[src/hdl/list_step_trigger_wait_regs.vh]
// constants for the list step trigger wait block
`ifndef LIST_STEP_TRIGGER_WAIT_REGS_VH
`define LIST_STEP_TRIGGER_WAIT_REGS_VH
`define CLK_MHZ 125
`define HIGH_STABLE_NS 400000
`define LOW_STABLE_NS 2000
`define HIGH_STABLE_CYC ((`HIGH_STABLE_NS * `CLK_MHZ + 999) / 1000)
`define LOW_STABLE_CYC ((`LOW_STABLE_NS * `CLK_MHZ + 999) / 1000)
`define STEP_HIGH 2'h0
`define STEP_LOW 2'h1
`define STEP_FALL 2'h2
`define STEP_NONE 2'h3
`define ERR_NONE 16'h0000
`define ERR_CONFLICT 16'h00dd
`define ERR_RANGE 16'h00de
`define ERR_LEN_SAME 16'h00e2
`define ERR_UNBAL 16'h00ec
`define ANGLE_FULL 16'h8ca0
`define ANGLE_MIN 16'h0001
`define POINTER_RESET 8'h00
`endif

[src/hdl/trigger_filter.v]
// level filter for the trigger pin, two stage sync plus stability counter
`timescale 1ns/1ns
module trigger_filter #(
  parameter CW = 16
)
(
  input wire clk,
  input wire reset_n,
  input wire pin,
  input wire [CW-1:0] need,
  output reg level_r
);
  reg s1_r;
  reg s2_r;
  reg [CW-1:0] cnt_r;
  always @(posedge clk)
  begin
    if (!reset_n)
    begin
      s1_r <= 1'b0;
      s2_r <= 1'b0;
      cnt_r <= {CW{1'b0}};
      level_r <= 1'b0;
    end
    else
    begin
      s1_r <= pin;
      s2_r <= s1_r;
      if (s2_r == level_r)
        cnt_r <= {CW{1'b0}};
      else if (cnt_r + 1'b1 >= need)
      begin
        level_r <= s2_r;
        cnt_r <= {CW{1'b0}};
      end
      else
        cnt_r <= cnt_r + 1'b1;
    end
  end
endmodule // trigger_filter

[src/hdl/list_step_trigger_wait.v]
// list step sequencer for trigger waits, point counter, angles and error codes
`timescale 1ns/1ns
`include "list_step_trigger_wait_regs.vh"
// Functional notes
// each wait step drives its programmed level immediately on start.
// wait-high with trigger already high and nonzero wait skips at once.
// wait-high advances on trigger high or nonzero wait expiry, first wins.
// wait-high with zero wait time never times out.
// wait-high accepts trigger level after 0.4 ms of stability.
// falling-edge step ignores an already-low input, needs high then low.
// falling-edge step advances on falling edge or nonzero wait expiry.
// falling-edge step with zero wait holds until a falling edge.
// wait-low with trigger already low and nonzero wait skips at once.
// wait-low advances on trigger low or nonzero wait expiry, first wins.
// wait-low with zero wait time stays until trigger goes low.
// wait-low treats trigger level stable after 2 us.
// wait step with no prior level entry is refused with code 221.
// high or falling-edge step with unequal list lengths posts code 226.
// low step with unequal list lengths posts code 236.
// point pointer clears to zero, counts entries, query returns it.
// point count query while current list has entries posts code 221.
// start and optional stop angle kept, stop defaults to 360 degrees.
// angle query returns start and stop within 0.01 to 360 degrees.
// output level above model maximum is refused with code 222.
// level command in current mode loads both protection limits.
// wait countdown starts at each wait step and clears on advance.
// outside party keeps trigger pulses between 50 us and 1 ms.
module list_step_trigger_wait #(
  parameter LW = 16,
  parameter TW = 32,
  parameter PW = 8,
  parameter [LW-1:0] LEVEL_MAX = 16'h7fff,
  parameter HIGH_STABLE = `HIGH_STABLE_CYC,
  parameter LOW_STABLE = `LOW_STABLE_CYC
)
(
  input wire clk,
  input wire reset_n,
  input wire trigger_pin,
  input wire step_start,
  input wire [1:0] step_kind,
  input wire [LW-1:0] step_level,
  input wire [TW-1:0] wait_cycles,
  input wire voltage_entries_exist,
  input wire current_level_list_entry,
  input wire dwell_len_match,
  input wire list_clear,
  input wire voltage_point_enter,
  input wire voltage_point_count_query,
  input wire waveform_angle_setting,
  input wire stop_angle_given,
  input wire [15:0] start_angle,
  input wire [15:0] stop_angle,
  input wire level_set,
  input wire [LW-1:0] level_value,
  input wire current_mode,
  output reg [LW-1:0] out_level_r,
  output reg step_busy_r,
  output reg step_advance_r,
  output reg step_timeout_r,
  output reg [PW-1:0] point_count_r,
  output reg count_valid_r,
  output reg [15:0] start_angle_r,
  output reg [15:0] stop_angle_r,
  output reg [LW-1:0] voltage_protection_limits_pos_r,
  output reg [LW-1:0] voltage_protection_limits_neg_r,
  output reg [15:0] err_code_r,
  output reg err_post_r
);
  // ==========================================================
  // trigger filters
  wire trig_hi_lvl;
  wire trig_lo_lvl;
  trigger_filter #(.CW(20)) u_filt_high (
    .clk(clk),
    .reset_n(reset_n),
    .pin(trigger_pin),
    .need(HIGH_STABLE[19:0]),
    .level_r(trig_hi_lvl)
  );
  trigger_filter #(.CW(20)) u_filt_low (
    .clk(clk),
    .reset_n(reset_n),
    .pin(trigger_pin),
    .need(LOW_STABLE[19:0]),
    .level_r(trig_lo_lvl)
  );
  // ==========================================================
  // step sequencer
  localparam S_IDLE = 2'd0;
  localparam S_WAIT = 2'd1;
  reg [1:0] state_r;
  reg [1:0] kind_r;
  reg [TW-1:0] wait_r;
  reg [TW-1:0] timer_r;
  reg armed_r;
  reg lo_prev_r;
  wire timed = (wait_r != {TW{1'b0}});
  wire expired = timed && (timer_r + 1'b1 >= wait_r);
  wire fall = lo_prev_r && !trig_lo_lvl;
  reg done;
  always @*
  begin
    done = 1'b0;
    case (kind_r)
      `STEP_HIGH: done = trig_hi_lvl || expired;
      `STEP_LOW: done = !trig_lo_lvl || expired;
      `STEP_FALL: done = (armed_r && fall) || expired;
      default: done = 1'b1;
    endcase
  end
  // refuse a step with no level list, or with unequal lengths
  wire no_list = !(voltage_entries_exist || current_level_list_entry);
  wire bad_len = !dwell_len_match;
  always @(posedge clk)
  begin
    if (!reset_n)
    begin
      state_r <= S_IDLE;
      kind_r <= `STEP_HIGH;
      wait_r <= {TW{1'b0}};
      timer_r <= {TW{1'b0}};
      armed_r <= 1'b0;
      lo_prev_r <= 1'b0;
      out_level_r <= {LW{1'b0}};
      step_busy_r <= 1'b0;
      step_advance_r <= 1'b0;
      step_timeout_r <= 1'b0;
    end
    else
    begin
      lo_prev_r <= trig_lo_lvl;
      step_advance_r <= 1'b0;
      step_timeout_r <= 1'b0;
      case (state_r)
        S_IDLE:
        begin
          if (step_start && !no_list && !bad_len && step_kind != `STEP_NONE)
          begin
            out_level_r <= step_level;
            kind_r <= step_kind;
            wait_r <= wait_cycles;
            timer_r <= {TW{1'b0}};
            armed_r <= (step_kind == `STEP_FALL) ? trig_lo_lvl : 1'b0;
            if (wait_cycles != {TW{1'b0}} &&
                ((step_kind == `STEP_HIGH && trig_hi_lvl) ||
                 (step_kind == `STEP_LOW && !trig_lo_lvl)))
              step_advance_r <= 1'b1;
            else
            begin
              state_r <= S_WAIT;
              step_busy_r <= 1'b1;
            end
          end
        end
        S_WAIT:
        begin
          if (trig_lo_lvl)
            armed_r <= 1'b1;
          if (done)
          begin
            state_r <= S_IDLE;
            step_busy_r <= 1'b0;
            step_advance_r <= 1'b1;
            step_timeout_r <= expired;
            timer_r <= {TW{1'b0}};
          end
          else if (timed)
            timer_r <= timer_r + 1'b1;
        end
        default:
        begin
          state_r <= S_IDLE;
          step_busy_r <= 1'b0;
        end
      endcase
    end
  end
  // ==========================================================
  // point counter, angles, protection limits, error codes
  always @(posedge clk)
  begin
    if (!reset_n)
    begin
      point_count_r <= `POINTER_RESET;
      count_valid_r <= 1'b0;
      start_angle_r <= `ANGLE_MIN;
      stop_angle_r <= `ANGLE_FULL;
      voltage_protection_limits_pos_r <= {LW{1'b0}};
      voltage_protection_limits_neg_r <= {LW{1'b0}};
      err_code_r <= `ERR_NONE;
      err_post_r <= 1'b0;
    end
    else
    begin
      err_post_r <= 1'b0;
      count_valid_r <= voltage_point_count_query;
      if (list_clear)
        point_count_r <= `POINTER_RESET;
      else if (voltage_point_enter)
        point_count_r <= point_count_r + 1'b1;
      if (waveform_angle_setting)
      begin
        if (start_angle >= `ANGLE_MIN && start_angle <= `ANGLE_FULL)
          start_angle_r <= start_angle;
        if (!stop_angle_given)
          stop_angle_r <= `ANGLE_FULL;
        else if (stop_angle >= `ANGLE_MIN && stop_angle <= `ANGLE_FULL)
          stop_angle_r <= stop_angle;
      end
      if (level_set && level_value <= LEVEL_MAX && current_mode)
      begin
        voltage_protection_limits_pos_r <= level_value;
        voltage_protection_limits_neg_r <= level_value;
      end
      if (state_r == S_IDLE && step_start && no_list)
      begin
        err_code_r <= `ERR_CONFLICT;
        err_post_r <= 1'b1;
      end
      else if (state_r == S_IDLE && step_start && bad_len)
      begin
        err_code_r <= (step_kind == `STEP_LOW) ? `ERR_UNBAL : `ERR_LEN_SAME;
        err_post_r <= 1'b1;
      end
      else if (voltage_point_count_query && current_level_list_entry)
      begin
        err_code_r <= `ERR_CONFLICT;
        err_post_r <= 1'b1;
      end
      else if (level_set && level_value > LEVEL_MAX)
      begin
        err_code_r <= `ERR_RANGE;
        err_post_r <= 1'b1;
      end
    end
  end
endmodule // list_step_trigger_wait

[config.mk]
export PLATFORM = sky130hd
export DESIGN_NAME = list_step_trigger_wait
export DESIGN_NICKNAME = d
export VERILOG_FILES = /design/src/hdl/trigger_filter.v /design/src/hdl/list_step_trigger_wait.v
export VERILOG_INCLUDE_DIRS = /design/src /design/src/hdl
export SDC_FILE = /design/constraint.sdc
export NUM_CORES = 1
export LEC_CHECK = 0
export BUFFER_PORTS_ARGS = -buffer_cell sky130_fd_sc_hd__buf_2
export CORE_MARGIN = 8
export CORE_UTILIZATION = 50
export DETAILED_ROUTE_END_ITERATION = 16
export GPL_TIMING_DRIVEN = 1
export PLACE_DENSITY = 0.74
export SYNTH_ARGS = -nofsm -noshare
export SYNTH_HDL_FRONTEND = slang
export SYNTH_SLANG_ARGS = --single-unit
[constraint.sdc]
create_clock -name clk -period 4.1 [get_ports clk]
set_input_delay 0.205 -clock clk [delete_from_list [all_inputs] [get_ports clk]]
set_output_delay 0.205 -clock clk [all_outputs]
set_load 0.005 [all_outputs]
==> results.json <==
{
  "rows": 51,
  "status": "finished, final reports clean",
  "wl_per_cell_um": 15.7,
  "clk_pin_slew_ps": 80,
  "critPathMaxStageDelay_ps": 410,
  "drive_above_1_share_pct": 20.8,
  "die_area_mm2": 0.0248,
  "antenna_cells": 0,
  "post-route-min-period_ps": 3700,
  "tritoncts": "built",
  "total_power_uw": 4140,
  "hold_path_class": "primary input to flip-flop",
  "rr_worst_depth": 14,
  "r2r_start": "timer_r[0]",
  "cp.required_ps": 4480,
  "gp_congestion": 0.864,
  "rrSetupSlack_ps": 400,
  "synth.avg_cell_area_um2": 8.62,
  "drtIter0Drc": 483,
  "h-tree-depth": 4,
  "multiInputGateArea_mm2": 0.00545,
  "synth-edff-count": 0,
  "core_area_mm2": 0.0196,
  "synthFlopType": "dfxtp_1",
  "area_growth_pct": 17.0,
  "vias_per_cell": 5.42,
  "portBuffers": 212,
  "gr-total-overflow": 0,
  "path_max_fanout": 27,
  "synthArstFlopShare_pct": 0,
  "relSlewSlack_pct": 25.9,
  "synthCells": 1162,
  "vias": 8774,
  "leakagePower_uw": 0.00484,
  "fmax_mhz": 271,
  "die_y_um": 158,
  "netlist-cell-type-count": 71,
  "regArea_mm2": 0.00390,
  "yosysSeqAreaShare_pct": 39.0,
  "hold_violations": 0,
  "power.density_mw_per_mm2": 353,
  "clockBufferDepth": 2,
  "layout_common_cells": "buf_2, dfxtp_1, nand2_1",
  "clk_latency_ps": 440,
  "antenna_found_initial": 3,
  "rsz0062_at_grt": "false",
  "hold_start": "level_value[3]",
  "setup_viol": 0,
  "antenna_left": 0,
  "critPathKind": "flip-flop to flip-flop",
  "hold_depth": 3,
  "cp-end-kind": "flip-flop",
  "cpMostUsedCell": "nand3_1",
  "grt_usage_pct": 20.4,
  "critPathLaunchType": "flip-flop",
  "drc": 0,
  "cp_slowest_cell": "dfxtp_1",
  "nNetsFinal": 1494,
  "grt_pass1_wl_mm": 41.3,
  "numCtsBuffers": 17,
  "yosysWarnings": 0,
  "cts.sinks": 195,
  "cts-root-buf": "clkbuf_16",
  "firstDrtPassIters": 6,
  "grt_pass1_vias": 8538,
  "mostFrequentLayoutCell": "buf_2",
  "hold-path-endpoint": "voltage_protection_limits_neg_r[3]",
  "slew_viol_final": 0,
  "cp_cell_sequence": "ha_1, nand3_1, nor3_2, and3_1, nand3_1, xnor2_1, ha_1, nand3_1, nor4_4, nand3_1, o311a_1, buf_4, a21boi_1, o221a_2",
  "finalSetupTns_ps": 0,
  "nFillCells": 1738,
  "worst_ep_arrival_time_ps": 4080,
  "drt-total-wl_mm": 25.5,
  "ir_drop_mv": 0.305,
  "hpwl_mm": 18.9,
  "fin_skew_ps": 8.33,
  "grt_start_max_net_pins": 67,
  "worst_pin_slew_ps": 1110,
  "initial_core_util_pct": 51.1,
  "period_share_pct": 90.1,
  "ys_ff_latch": 195,
  "pin_count": 221,
  "r2r_end": "step_advance_r",
  "synth_area_mm2": 0.0100,
  "max-cap-violations": 0,
  "die_w_um": 158
}
power by group:
group          internal, uW  leakage [uW]  switching [uW]
registers              1950       0.00159            41.0
logic                   180       0.00296             253
clock network           935      0.000293             780
total                  3070       0.00484            1070
metal layers:
layer	GRT usage, %	part of all wire (%)	vias up
met2	33.3	46	256
met1	24.7	44	4062
li1	-	-	4406
met3	7.27	7.7	44
met4	6.62	2.0	6
met5	0	0.13	-
registers in the layout, indices dropped and copies added (netlist names):
register	flops
start_angle_r	16
point_count_r	8
u_filt_low.level_r	1
u_filt_high.s1_r	1
kind_r	2
timer_r	32
stop_angle_r	16
err_code_r	6
u_filt_high.level_r	1
lo_prev_r	1
step_advance_r	1
voltage_protection_limits_neg_r	16
u_filt_low.cnt_r	20
count_valid_r	1
step_timeout_r	1
step_busy_r	1
out_level_r	16
u_filt_high.cnt_r	20
armed_r	1
wait_r	32
u_filt_high.s2_r	1
err_post_r	1
layout make-up:
cell class / instances / share of cell area (%)
clock buffer: 18 / 3.75
clock inverter: 14 / 1.42
inverter: 61 / 1.95
multi-input combinational: 838 / 46.5
sequential: 195 / 33.3
tap: 265 / 2.83
timing repair buffer: 228 / 10.2
synth_stat cells, types with 3 or more instances:
master / n / area share [%]
buf_2: 10 / 0.50
dlygate4sd3_1: 3 / 0.30
nand3b_1: 17 / 1.3
a22o_1: 19 / 1.7
a22oi_1: 4 / 0.30
inv_1: 61 / 2.3
o31ai_1: 3 / 0.22
o21ai_0: 25 / 1.2
dfxtp_1: 195 / 39
buf_4: 26 / 1.9
and3_1: 19 / 1.2
o221a_2: 5 / 0.56
nor4b_1: 3 / 0.26
mux2i_1: 31 / 3.1
ha_1: 41 / 5.1
nor2b_1: 25 / 1.6
nand4_1: 34 / 2.1
nand4b_1: 6 / 0.52
a211oi_1: 3 / 0.22
xnor2_1: 39 / 3.4
xor2_1: 21 / 1.8
nand3_1: 49 / 2.4
o221ai_2: 10 / 1.5
a21o_1: 4 / 0.30
a21boi_0: 68 / 5.1
or3_1: 7 / 0.44
nand2_1: 182 / 6.8
and4_1: 6 / 0.52
nor4_1: 27 / 1.7
clkbuf_1: 44 / 1.6
nor3_1: 33 / 1.6
or4_1: 4 / 0.30
and2_1: 10 / 0.62
nor2_1: 43 / 1.6
a31oi_1: 18 / 1.1
and4b_1: 4 / 0.40
a21oi_1: 15 / 0.75
o22ai_1: 3 / 0.19
nand2b_1: 3 / 0.19
worst max-delay path: cells and delay by family, from the launching register on:
kind | cells | cell delay, ps
AO/OA/AOI/OAI | 3 | 770
XOR/XNOR | 1 | 170
adder cells (fa/ha/maj) | 2 | 570
buffers and inverters | 1 | 230
flip-flops | 1 | 410
AND/OR/NAND/NOR | 7 | 1500
stage by stage:
| stage | instance area (um2) | hold WS, ps | setup slack [ps] | instances | util, % |
|---|---|---|---|---|---|
| 2_1_floorplan | 10100 | 327 | 418 | 1185 | - |
| 3_3_place_gp | 11000 | 426 | 254 | 1581 | 56.3 |
| 3_5_place_dp | 11000 | 422 | 157 | 1581 | 56.3 |
| 4_1_cts | 11700 | 1.27 | 134 | 1619 | 59.7 |
| 5_1_grt | 11700 | 6.16 | 97.0 | 1619 | 59.8 |
| 6_report | 11700 | 7.52 | 405 | 1619 | 59.8 |
timing repair:
item                                   4_1_cts  5_1_grt
buffers inserted                             0        0
setup endpoints to repair                    0       35
hold buffers                                 6        0
endpoints found under the hold margin        6        0
resized for setup                            0        5
worst max-delay path by stage:
stage | from | to | slack [ps] | cells after the start
after floorplan | timer_r[11] | timer_r[14] | 420 | 16
after global placement | timer_r[0] | timer_r[1] | 250 | 13
after detailed placement | timer_r[0] | timer_r[17] | 160 | 13
after CTS | timer_r[0] | timer_r[18] | 130 | 13
after global routing | timer_r[0] | step_advance_r | 100 | 14
final | timer_r[0] | step_advance_r | 400 | 14
cells by family after synthesis:
family / Yosys count / synth area share, %
compound gates: 200 / 15.3
buf+inv: 152 / 7.70
flops: 195 / 39.0
other cells: 1 / 0.0375
fa+ha+maj: 41 / 5.12
mux: 31 / 3.10
simple gates: 482 / 24.5
xor+xnor: 60 / 5.25
Power figures use the tool's default switching activity.
